### config.mk
export PLATFORM = sky130hd
export DESIGN_NAME = bldmc_dimming_control
export DESIGN_NICKNAME = d
export VERILOG_FILES = /design/src/common/bldmc_pkg.sv /design/src/logic/bldmc_dimming_control.sv /design/src/logic/bldmc_i2c_slave.sv
export SDC_FILE = /design/constraint.sdc
export NUM_CORES = 1
export LEC_CHECK = 0
export BUFFER_PORTS_ARGS = -buffer_cell sky130_fd_sc_hd__buf_4
export CORE_ASPECT_RATIO = 0.75
export CORE_MARGIN = 10
export CORE_UTILIZATION = 40
export DETAILED_ROUTE_END_ITERATION = 16
export PLACE_DENSITY_LB_ADDON = 0.08
export SLEW_MARGIN = 0
export SYNTH_ARGS = -nofsm -noshare
export SYNTH_HDL_FRONTEND = slang
export SYNTH_SLANG_ARGS = --single-unit
### constraint.sdc
create_clock -name clock -period 3.2 [get_ports clock]
set_input_delay 0.32 -clock clock [delete_from_list [all_inputs] [get_ports clock]]
set_output_delay 0.32 -clock clock [all_outputs]
set_load 0.02 [all_outputs]
### src/common/bldmc_pkg.sv
// constants and carrier types for the backlight dimming mode control
// assumes a single 100 MHz clock and a synchronous active-low reset
package bldmc_pkg;

    // register pointer values on the serial bus
    localparam logic [7:0] CFG_OFFSET = 8'h00;
    localparam logic [7:0] BRIGHT_LO_OFFSET = 8'h03;
    localparam logic [7:0] BRIGHT_HI_OFFSET = 8'h04;
    localparam logic [7:0] ID_OFFSET = 8'h06;

    // values after reset
    localparam logic [3:0] CHAN_EN_RESET = 4'hf;
    localparam logic CFG_SPARE_RESET = 1'b0;
    localparam logic CFG_SRC_RESET = 1'b0;
    localparam logic [1:0] CFG_MODE_RESET = 2'h0;
    localparam logic [1:0] BRIGHT_LO_RESET = 2'h3;
    localparam logic [7:0] BRIGHT_HI_RESET = 8'h7f;

    // dimming modes
    localparam logic [1:0] MODE_PWM = 2'h0;
    localparam logic [1:0] MODE_ANALOG = 2'h1;
    localparam logic [1:0] MODE_MIX25 = 2'h2;
    localparam logic [1:0] MODE_MIX50 = 2'h3;

    // duty thresholds on the 10-bit scale, and full scale
    localparam logic [9:0] MIX25_THRESH = 10'h100;
    localparam logic [9:0] MIX50_THRESH = 10'h200;
    localparam logic [9:0] FULL_SCALE = 10'h3ff;

    // internal pwm: fractional accumulator, 1024 phase steps per period
    localparam int CLOCK_KHZ = 100000;
    localparam int INT_PWM_KHZ = 23;
    localparam int DUTY_STEPS = 1024;
    localparam logic [17:0] PWM_ACC_STEP = 18'(INT_PWM_KHZ * DUTY_STEPS);
    localparam logic [17:0] PWM_ACC_MOD = 18'(CLOCK_KHZ);

    // external duty measurement: 10 MHz sampling, 1023-sample window;
    // a window near 0.1 ms keeps the analog level close to the input
    localparam int SAMPLE_KHZ = 10000;
    localparam logic [6:0] SAMPLE_DIV = 7'(CLOCK_KHZ / SAMPLE_KHZ);
    localparam logic [9:0] MEAS_WINDOW = 10'h3ff;

    // serial bus slave address (7 bit)
    localparam logic [6:0] DEV_ADDR = 7'h2c;

    typedef struct packed {
        logic [3:0] chanEn;
        logic spare;
        logic regSource;
        logic [1:0] mode;
    } bldmc_cfg_t;

    typedef struct packed {
        logic valid;
        logic [7:0] addr;
        logic [7:0] data;
    } bldmc_wr_t;

    typedef enum logic [2:0] {
        SL_IDLE,
        SL_ADDR,
        SL_REG,
        SL_WDATA,
        SL_RDATA,
        SL_ACK,
        SL_MACK
    } bldmc_sl_state_t;

endpackage : bldmc_pkg

### src/logic/bldmc_dimming_control.sv
// dimming mode control: config and brightness registers, duty measurement,
// internal 23 kHz pwm and pwm/analog/mixed selection for four channels
// assumes pins synchronous to the 100 MHz clock, external pull-up on sda
`timescale 1ns/1ns
module bldmc_dimming_control
#(
    // value is arbitrary, not tied to any maker
    parameter logic [7:0] VENDOR_ID = 8'h5a
)
(
    // clock and reset
    input wire logic clock,
    input wire logic rst_b,
    // serial register bus
    input wire logic sclIn,
    input wire logic sdaIn,
    output logic sdaOut,
    output logic sdaOe,
    // external dimming input
    input wire logic pwmIn,
    // current source controls
    output logic [3:0] channelCurrentEnables,
    output logic [9:0] stringCurrent,
    output logic analogActive
);
    bldmc_pkg::bldmc_cfg_t cfg_q;
    bldmc_pkg::bldmc_wr_t wr;
    logic [1:0] brightnessLowBits_q;
    logic [7:0] brightnessHighBits_q;
    logic [7:0] rdAddr;
    logic [7:0] rdData;
    logic [6:0] sampleCnt_q;
    logic [9:0] winCnt_q;
    logic [9:0] highCnt_q;
    logic [9:0] measDuty_q;
    logic [17:0] acc_q;
    logic [9:0] phase_q;
    logic [3:0] chanOn_q;
    logic [9:0] amplitude_q;
    logic analog_q;
    logic sdaOut_q;

    bldmc_i2c_slave u_slave
    (
        .clock(clock),
        .rst_b(rst_b),
        .sclIn(sclIn),
        .sdaIn(sdaIn),
        .sdaOe(sdaOe),
        .wr(wr),
        .rdAddr(rdAddr),
        .rdData(rdData)
    );

    // register decode
    wire wrCfg = wr.valid & (wr.addr == bldmc_pkg::CFG_OFFSET);
    wire wrLo = wr.valid & (wr.addr == bldmc_pkg::BRIGHT_LO_OFFSET);
    wire wrHi = wr.valid & (wr.addr == bldmc_pkg::BRIGHT_HI_OFFSET);
    // fault bits of the low register are outside this block and read zero
    assign rdData =
        (rdAddr == bldmc_pkg::CFG_OFFSET) ? cfg_q :
        (rdAddr == bldmc_pkg::BRIGHT_LO_OFFSET) ?
            {6'h00, brightnessLowBits_q} :
        (rdAddr == bldmc_pkg::BRIGHT_HI_OFFSET) ? brightnessHighBits_q :
        (rdAddr == bldmc_pkg::ID_OFFSET) ? VENDOR_ID : 8'h00;

    always_ff @(posedge clock)
    begin
        if (!rst_b)
        begin
            cfg_q <= {bldmc_pkg::CHAN_EN_RESET, bldmc_pkg::CFG_SPARE_RESET,
                      bldmc_pkg::CFG_SRC_RESET,
                      bldmc_pkg::CFG_MODE_RESET};
            brightnessLowBits_q <= bldmc_pkg::BRIGHT_LO_RESET;
            brightnessHighBits_q <= bldmc_pkg::BRIGHT_HI_RESET;
        end
        else
        begin
            if (wrCfg)
                cfg_q <= wr.data;
            if (wrLo)
                brightnessLowBits_q <= wr.data[1:0];
            if (wrHi)
                brightnessHighBits_q <= wr.data;
        end
    end

    // brightness and the duty that steers the mode decision
    wire [9:0] brightness = {brightnessHighBits_q,
                             brightnessLowBits_q};
    wire [9:0] dimmingDuty = cfg_q.regSource ? brightness
                                             : measDuty_q;

    // external duty: count high samples over a fixed window, 1023 = 100%
    wire sampleTick = sampleCnt_q == bldmc_pkg::SAMPLE_DIV - 7'h01;
    wire winEnd = winCnt_q == bldmc_pkg::MEAS_WINDOW - 10'h001;
    wire [9:0] highNext = highCnt_q + {9'h000, pwmIn};

    always_ff @(posedge clock)
    begin
        if (!rst_b)
        begin
            sampleCnt_q <= 7'h00;
            winCnt_q <= 10'h000;
            highCnt_q <= 10'h000;
            measDuty_q <= 10'h000;
        end
        else
        begin
            sampleCnt_q <= sampleTick ? 7'h00 : sampleCnt_q + 7'h01;
            if (sampleTick)
            begin
                winCnt_q <= winEnd ? 10'h000 : winCnt_q + 10'h001;
                highCnt_q <= winEnd ? 10'h000 : highNext;
                if (winEnd)
                    measDuty_q <= highNext;
            end
        end
    end

    // internal pwm; fractional stepping keeps the mean rate exact
    wire [17:0] accSum = acc_q + bldmc_pkg::PWM_ACC_STEP;
    wire phaseStep = accSum >= bldmc_pkg::PWM_ACC_MOD;
    // 1023 is the top code, so full brightness leaves one dark step
    wire intPwmOn = phase_q < brightness;

    always_ff @(posedge clock)
    begin
        if (!rst_b)
        begin
            acc_q <= 18'h00000;
            phase_q <= 10'h000;
        end
        else
        begin
            acc_q <= phaseStep ? accSum - bldmc_pkg::PWM_ACC_MOD : accSum;
            if (phaseStep)
                phase_q <= phase_q + 10'h001;
        end
    end

    // mode selection
    wire isPwm = cfg_q.mode == bldmc_pkg::MODE_PWM;
    wire isAnalog = cfg_q.mode == bldmc_pkg::MODE_ANALOG;
    wire isMix25 = cfg_q.mode == bldmc_pkg::MODE_MIX25;
    wire isMix50 = cfg_q.mode == bldmc_pkg::MODE_MIX50;
    wire overQuarter = dimmingDuty > bldmc_pkg::MIX25_THRESH;
    wire overHalf = dimmingDuty > bldmc_pkg::MIX50_THRESH;
    wire useAnalog = isAnalog | (isMix25 & overQuarter)
                     | (isMix50 & overHalf);
    // the pin is followed directly so the output duty tracks it exactly
    wire pwmSignal = cfg_q.regSource ? intPwmOn : pwmIn;
    wire [3:0] chanOnNext = cfg_q.chanEn
                            & {4{useAnalog | pwmSignal}};

    always_ff @(posedge clock)
    begin
        if (!rst_b)
        begin
            chanOn_q <= 4'h0;
            amplitude_q <= bldmc_pkg::FULL_SCALE;
            analog_q <= 1'b0;
            sdaOut_q <= 1'b0;
        end
        else
        begin
            chanOn_q <= chanOnNext;
            amplitude_q <= useAnalog ? dimmingDuty
                                     : bldmc_pkg::FULL_SCALE;
            analog_q <= useAnalog;
        end
    end

    assign sdaOut = sdaOut_q;
    assign channelCurrentEnables = chanOn_q;
    assign stringCurrent = amplitude_q;
    assign analogActive = analog_q;

    a_chan4_gate: assert property (@(posedge clock)
        disable iff (!rst_b)
        chanOn_q[3] |-> $past(cfg_q.chanEn[3]))
        else $error("channel four on while disabled");
    a_src_reset: assert property (@(posedge clock)
        disable iff (!rst_b)
        $rose(rst_b) |-> !cfg_q.regSource && dimmingDuty == measDuty_q)
        else $error("source not external after reset");
    a_mode_reset: assert property (@(posedge clock)
        disable iff (!rst_b)
        $rose(rst_b) |-> cfg_q.mode == bldmc_pkg::MODE_PWM)
        else $error("mode not pwm after reset");
    a_ext_follow: assert property (@(posedge clock)
        disable iff (!rst_b)
        (isPwm && !cfg_q.regSource) |=>
        chanOn_q == $past(cfg_q.chanEn & {4{pwmIn}}) && !analog_q)
        else $error("channels do not follow pwm pin");
    a_int_pwm: assert property (@(posedge clock)
        disable iff (!rst_b)
        (isPwm && cfg_q.regSource) |=>
        chanOn_q == $past(cfg_q.chanEn & {4{intPwmOn}})
        && amplitude_q == bldmc_pkg::FULL_SCALE)
        else $error("internal pwm not driving channels");
    a_analog_ext: assert property (@(posedge clock)
        disable iff (!rst_b)
        (isAnalog && !cfg_q.regSource) |=>
        analog_q && amplitude_q == $past(measDuty_q)
        && chanOn_q == $past(cfg_q.chanEn))
        else $error("analog amplitude not measured duty");
    a_analog_reg: assert property (@(posedge clock)
        disable iff (!rst_b)
        (isAnalog && cfg_q.regSource) |=> amplitude_q == $past(brightness))
        else $error("analog amplitude not brightness");
    a_mix_quarter: assert property (@(posedge clock)
        disable iff (!rst_b)
        isMix25 |=> analog_q == $past(dimmingDuty > 10'h100))
        else $error("quarter threshold wrong");
    a_mix_half: assert property (@(posedge clock)
        disable iff (!rst_b)
        (isMix50 && dimmingDuty > 10'h200) |=> analog_q)
        else $error("half threshold analog missing");
    a_mix_fallback: assert property (@(posedge clock)
        disable iff (!rst_b)
        (isMix50 && dimmingDuty <= 10'h200) |=>
        !analog_q && amplitude_q == bldmc_pkg::FULL_SCALE)
        else $error("half threshold pwm fallback wrong");
    a_bright_write: assert property (@(posedge clock)
        disable iff (!rst_b)
        wrHi |=> brightnessHighBits_q == $past(wr.data)
        && brightness[1:0] == $past(brightnessLowBits_q))
        else $error("brightness high write lost");
    a_en_reset: assert property (@(posedge clock)
        disable iff (!rst_b)
        $rose(rst_b) |-> cfg_q.chanEn == 4'hf)
        else $error("channels not enabled after reset");

endmodule : bldmc_dimming_control

### src/logic/bldmc_i2c_slave.sv
// serial register bus slave: address, pointer byte, data with auto-increment
// assumes scl/sda are already synchronous to clock; sdaOe high pulls sda low
`timescale 1ns/1ns
module bldmc_i2c_slave
(
    // clock and reset
    input wire logic clock,
    input wire logic rst_b,
    // bus pins
    input wire logic sclIn,
    input wire logic sdaIn,
    output logic sdaOe,
    // register side
    output bldmc_pkg::bldmc_wr_t wr,
    output logic [7:0] rdAddr,
    input wire logic [7:0] rdData
);
    bldmc_pkg::bldmc_sl_state_t state_q;
    bldmc_pkg::bldmc_sl_state_t after_q;
    bldmc_pkg::bldmc_wr_t wr_q;
    logic sclPrev_q;
    logic sdaPrev_q;
    logic sdaOe_q;
    logic ackDrv_q;
    logic nack_q;
    logic [2:0] bitCnt_q;
    logic [7:0] shift_q;
    logic [7:0] ptr_q;

    wire sclRise = sclIn & ~sclPrev_q;
    wire sclFall = ~sclIn & sclPrev_q;
    wire startSeen = sclIn & sclPrev_q & sdaPrev_q & ~sdaIn;
    wire stopSeen = sclIn & sclPrev_q & ~sdaPrev_q & sdaIn;
    wire [7:0] shiftIn = {shift_q[6:0], sdaIn};
    wire byteDone = sclRise & (bitCnt_q == 3'h7);
    wire addrHit = shiftIn[7:1] == bldmc_pkg::DEV_ADDR;

    assign sdaOe = sdaOe_q;
    assign wr = wr_q;
    assign rdAddr = ptr_q;

    always_ff @(posedge clock)
    begin
        if (!rst_b)
        begin
            state_q <= bldmc_pkg::SL_IDLE;
            after_q <= bldmc_pkg::SL_IDLE;
            wr_q <= '0;
            sclPrev_q <= 1'b1;
            sdaPrev_q <= 1'b1;
            sdaOe_q <= 1'b0;
            ackDrv_q <= 1'b0;
            nack_q <= 1'b0;
            bitCnt_q <= 3'h0;
            shift_q <= 8'h00;
            ptr_q <= 8'h00;
        end
        else
        begin
            sclPrev_q <= sclIn;
            sdaPrev_q <= sdaIn;
            wr_q.valid <= 1'b0;
            // start and stop override any byte in flight
            if (startSeen)
            begin
                state_q <= bldmc_pkg::SL_ADDR;
                bitCnt_q <= 3'h0;
                sdaOe_q <= 1'b0;
            end
            else if (stopSeen)
            begin
                state_q <= bldmc_pkg::SL_IDLE;
                sdaOe_q <= 1'b0;
            end
            else
            begin
                case (state_q)
                    bldmc_pkg::SL_ADDR, bldmc_pkg::SL_REG,
                    bldmc_pkg::SL_WDATA:
                    begin
                        if (sclRise)
                        begin
                            shift_q <= shiftIn;
                            bitCnt_q <= bitCnt_q + 3'h1;
                        end
                        if (byteDone)
                        begin
                            state_q <= bldmc_pkg::SL_ACK;
                            ackDrv_q <= 1'b0;
                            after_q <= bldmc_pkg::SL_WDATA;
                            if (state_q == bldmc_pkg::SL_ADDR)
                            begin
                                if (!addrHit)
                                    state_q <= bldmc_pkg::SL_IDLE;
                                after_q <= shiftIn[0] ? bldmc_pkg::SL_RDATA
                                                      : bldmc_pkg::SL_REG;
                            end
                            else if (state_q == bldmc_pkg::SL_REG)
                                ptr_q <= shiftIn;
                            else
                            begin
                                wr_q <= {1'b1, ptr_q, shiftIn};
                                ptr_q <= ptr_q + 8'h01;
                            end
                        end
                    end
                    bldmc_pkg::SL_ACK:
                    begin
                        if (sclFall && !ackDrv_q)
                        begin
                            ackDrv_q <= 1'b1;
                            sdaOe_q <= 1'b1;
                        end
                        else if (sclFall)
                        begin
                            state_q <= after_q;
                            bitCnt_q <= 3'h0;
                            shift_q <= rdData;
                            sdaOe_q <= (after_q == bldmc_pkg::SL_RDATA)
                                       & ~rdData[7];
                        end
                    end
                    bldmc_pkg::SL_RDATA:
                    begin
                        if (sclFall)
                        begin
                            bitCnt_q <= bitCnt_q + 3'h1;
                            shift_q <= {shift_q[6:0], 1'b0};
                            sdaOe_q <= (bitCnt_q != 3'h7) & ~shift_q[6];
                            if (bitCnt_q == 3'h7)
                            begin
                                state_q <= bldmc_pkg::SL_MACK;
                                ptr_q <= ptr_q + 8'h01;
                            end
                        end
                    end
                    bldmc_pkg::SL_MACK:
                    begin
                        if (sclRise)
                            nack_q <= sdaIn;
                        else if (sclFall && nack_q)
                            state_q <= bldmc_pkg::SL_IDLE;
                        else if (sclFall)
                        begin
                            state_q <= bldmc_pkg::SL_RDATA;
                            bitCnt_q <= 3'h0;
                            shift_q <= rdData;
                            sdaOe_q <= ~rdData[7];
                        end
                    end
                    default:
                        state_q <= bldmc_pkg::SL_IDLE;
                endcase
            end
        end
    end

endmodule : bldmc_i2c_slave

After elaboration in Yosys (flattened, before gate mapping)
Cells that the tools add are included.

Reductions and logical operators: 26. Add/sub/neg operators: 8. Bitwise logic cells: 32. Muxes and demuxes: 55. $lt $le $gt $ge: 4. Equality and inequality tests: 40.

Operators by type and width (count): 8-bit 2-to-1 mux (14); 3-bit 2-to-1 mux (18); 8-bit one-hot mux with 4 select lines (1); 10-bit 2-to-1 mux (3); 7-bit AND reduction (4); 8-bit by 3-bit == test with 1-bit output (second input constant) (3); 3-bit one-hot mux with 4 select lines (2); 10-bit by 1-bit adder with 10-bit output (second input constant) (2); 18-bit by 15-bit adder with 18-bit output (second input constant) (1); 18-bit by 17-bit greater-or-equal comparator with 1-bit output (second input constant) (1); 18-bit 2-to-1 mux (1); 18-bit by 17-bit subtractor with 18-bit output (second input constant) (1); 17-bit 2-to-1 mux (1); 8-bit by 2-bit == test with 1-bit output (second input constant) (2); 8-bit zero test (2); 4-bit by 1-bit inequality test with 1-bit output (second input constant) (4); 8-bit one-hot mux with 2 select lines (1); 1-bit AND (15); 3-bit == test (second input constant) (5); 2-bit by 1-bit inequality test with 1-bit output (second input constant) (7); 1-bit NOT (13); 6-bit AND reduction (2); 1-bit 2-to-1 mux (11); 10-bit by 1-bit adder with 10-bit output (1); other kinds (36) (50).

Output and inout bits: 17. Bits of input ports: 5. Register bits after elaboration: 145. Logic and storage cells: 194.

Depth between registers and ports, before layout
Depth after elaboration: 10. Depth in mapped cells: 9. Depth with buffers taken out: 8.

Cells and area by module
A second synthesis with hierarchy kept.

Cells, all modules: 885. Area total of the unflattened synthesis: 7395.8 um2.

By module, submodules not included: bldmc_dimming_control (cells an instance 600, instances 1, area an instance 4888.4 um2, sequential area each 1861.8 um2); bldmc_i2c_slave (cells an instance 285, instances 1, area an instance 2507.4 um2, sequential area each 920.9 um2).

Worst setup path before layout
Ideal clock, no wire load.

Kind: reg2reg. Start: reg acc_q[10]. End: reg acc_q[17]. Setup slack: 1011 ps. Path buffers: 0. Data arrival time: 2053 ps. Data required time: 3065 ps. Cell stages (with the launch flop): 9. Clock period less this slack: 2189 ps. Setup time: 135 ps. Cells stage by stage: dfxtp_1 -> inv_1 -> ha_1 -> or2_1 -> nor4_1 -> a22o_1 -> nand3_1 -> mux2_1 -> nor4b_1.

Cells in the longest elaborated chain, start to end: 3. Elaborated cells between the ends (all ways): 4. Classes of those cells: 2 x add/sub; 1 x order compare; 1 x mux.

Ends and longest elaborated chain: start, declared (line bldmc_dimming_control.sv:36) `logic [17:0] acc_q;`; start signal, assigned (line bldmc_dimming_control.sv:136) `acc_q <= phaseStep ? accSum - bldmc_pkg::PWM_ACC_MOD : accSum;`; 18-bit by 15-bit adder with 18-bit output * (line bldmc_dimming_control.sv:122) `wire [17:0] accSum = acc_q + bldmc_pkg::PWM_ACC_STEP;`; 18-bit by 17-bit subtractor with 18-bit output / 18-bit by 17-bit greater-or-equal comparator with 1-bit output (equally long branches) (line bldmc_dimming_control.sv:136, bldmc_dimming_control.sv:123); 18-bit 2-to-1 mux * (line bldmc_dimming_control.sv:136).

Every way passes the cells marked *; elsewhere a longest branch is shown, timed or not. A chain may end at the register's enable or synchronous reset.

Worst setup path after layout
Start: reg acc_q[10]. End: reg acc_q[14].

The elaborated chain is that of the path after synthesis.

==> flow_summary.ini <==
[global_route]
antenna_found_initial = 0
grt_overflow = 0
grt_pass1_wl_um = 29800
grt_usage_pct = 15.4
grt_pass1_vias = 5714
grt_max_degree = 55

[worst_setup_path]
required_ns = 3.50
reg2reg_to = acc_q[14]
path_buf_inv = 2
regToRegStartpoint = acc_q[10]
reg2regPathDepth = 9
crit_path_max_fanout = 37
crit_slowest_cell = dfxtp_1
start_kind = flop
r2r_slack_ns = 0.63
path_cells = inv_1, ha_1, or2_1, nor4_1, a22o_1, a211oi_4, buf_4, a221oi_2, o21ai_1
arrival_ns = 2.88
worst_setup_path_end_kind = flop
critPathKind = reg -> reg
crit_path_max_incr_delay_ns = 0.43
path_delay_family = compound AO/OA/AOI/OAI gates

[placement]
place_congestion = 0.833
portBuffers = 20
place_hpwl_um = 12400

[routing]
wl_um = 18000
drc = 0
first_pass_iters = 5
vias = 6202
drtIter0Drc = 555
drt-vias-per-instance = 5.50
ant_nets = 0
wire_per_inst_um = 16.0

[clock_network]
post_cts_buffers = 0
cts_sinks = 139
cts_made_buffers = 17
htreeDepth = 4
cts.path.max_buffers = 2
cts_root_buf = clkbuf_16
cts_resized = 0
cts_tree = built
cts_hold_buf = 0
clock_latency_ns = 0.43
path_clk_slew_ns = 0.06

[floorplanning]
ioPinCount = 22
initial_core_util_pct = 40.5
num_rows = 42
fp.coreArea_mm2 = 0.0175
die_area_mm2 = 0.0235
dieHeight_um = 135
die_x_um = 174

[layout]
fin_nets = 903
drive_gt1_share_pct = 8.92
finalCoreUtilization_pct = 45.7
layout_commonest_cell = dfxtp_1
areaGrowthSynthToFinish_pct = 12.9
layout_common_cells = dfxtp_1 (139), nand2_1 (130), nor2_1 (92)
fillers = 1702
antenna_cells = 0

[timing]
fmax_ghz = 0.388
maxSlewViolCount = 0
finalCriticalPeriod_ns = 2.57
rsz0062_at_grt = false
hold_viol = 0
tightest_slew_ns = 0.895
setup_tns_ns = 0
slew_headroom_pct = 40.3
setup_viol = 0
finalClockSkew_ns = 0.00963
finalCritPeriodShare_pct = 80.4

[yosys]
seq_area_frac_synth_pct = 39.3
synthFlopType = dfxtp_1
synth_fp_nets = 897
synth_area_per_cell_um2 = 8.17
synth_top_area_share_pct = 39.3
synth_seq_cells = 139
synth_area_leaders = dfxtp_1 (39%), nand2_1 (6.9%), mux2i_1 (5.9%)
synthArstFlopShare_pct = 0
synth.cell_area_mm2 = 0.00709
yosys.area.top_type = dfxtp_1
synth-edff-count = 0
yosys_warnings = 0
syn_inst = 867
ys_types = 71

[worst_hold_path]
holdPathStages = 2
hold_class = in -> reg
min_from = sclIn
holdPathEnd = u_slave.sclPrev_q

[pwr]
ir_drop_mv = 0.368
power_mw = 5.49
power.density_mw_per_mm2 = 686
p_leak_nw = 3.08

[job]
max_cap_viol_count = 0

[outcome]
status = completed
## worst max path at each step
stage | from | end | slack [ns] | cells after the start
4_1_cts | acc_q[10] | acc_q[14] | 0.65 | 9
6_report | acc_q[10] | acc_q[14] | 0.63 | 9
2_1_floorplan | acc_q[10] | acc_q[17] | 1.01 | 8
5_1_grt | acc_q[10] | acc_q[14] | 0.45 | 9
3_3_place_gp | acc_q[10] | acc_q[14] | 0.76 | 9
3_5_place_dp | acc_q[10] | acc_q[14] | 0.67 | 9
## cell type report
type | count | area (µm²) | share of cell area, %
Inverter | 30 | 113 | 1.41
Sequential cell | 139 | 2780 | 34.8
Clock buffer | 20 | 457 | 5.71
Tap cell | 242 | 303 | 3.78
Multi-Input combinational cell | 654 | 4000 | 50.0
Clock inverter | 12 | 115 | 1.44
Timing Repair Buffer | 31 | 233 | 2.91
## flip-flops by register name (all words and copies together), names as in the netlist, 10 cells and up
register       cells
stringCurrent     10
measDuty_q        10
u_slave.wr        17
phase_q           10
acc_q             13
winCnt_q          10
highCnt_q         10
## worst register-to-register path: stages (launching register included)
cell and delay, ns:
dfxtp_1 0.43, inv_1 0.12, ha_1 0.27, or2_1 0.26, nor4_1 0.38, a22o_1 0.27, a211oi_4 0.07, buf_4 0.27
a221oi_2 0.29, o21ai_1 0.09
## metal layers
layer,vias to the layer above,global-route usage (%),wire (µm)
li1,3081,-,-
met1,2963,22.5,9450
met2,144,22.1,7470
met3,14,3.54,947
met4,0,4.45,145
met5,-,0,0
## stage by stage
stage / worst slack, ns / cell area [µm²] / cells / hold slack [ns]
after floorplan: 1.01 / 7090 / 867 / 0.421
after detailed placement: 0.670 / 7430 / 1096 / 0.451
final: 0.626 / 8000 / 1128 / 0.146
after global routing: 0.454 / 8000 / 1128 / 0.148
after CTS: 0.648 / 8000 / 1128 / 0.122
after global placement: 0.762 / 7430 / 1096 / 0.441
## logic make-up (layout without fill, tap and decap cells)
family,count (synthesis),in the layout,synth area share [%]
adder cells (fa/ha/maj),25,25,4.41
AO/OA/AOI/OAI,189,189,17.4
XOR/XNOR,27,27,3.66
other,1,1,0.0529
buffers and inverters,74,93,4.29
flip-flops,139,139,39.3
multiplexers,45,45,6.41
AND/OR/NAND/NOR,367,367,24.5
## synthesized netlist by cell type (7+ instances only)
master / count
nor3b_1: 7
dfxtp_1: 139
nor3_1: 26
nand4_1: 10
mux2i_1: 42
a21oi_1: 55
nand2_1: 130
nor4_1: 9
and3_1: 18
a22oi_1: 8
buf_2: 9
ha_1: 25
o311ai_1: 7
xnor2_1: 13
a31oi_1: 8
xor2_1: 11
nor2b_1: 14
inv_1: 30
a211oi_1: 16
nand3_1: 26
o21ai_0: 38
o211ai_1: 11
nand2b_1: 11
a22o_1: 8
clkbuf_1: 28
o21ai_1: 9
nor2_1: 92
## report_power, final
| group | switching, mW | internal (mW) | total, mW |
|---|---|---|---|
| Combinational | 0.907 | 0.585 | 1.49 |
| Sequential | 0.210 | 1.87 | 2.08 |
| Clock | 0.808 | 1.12 | 1.92 |
| Total | 1.92 | 3.57 | 5.49 |
(Power assumes the default switching activity.)
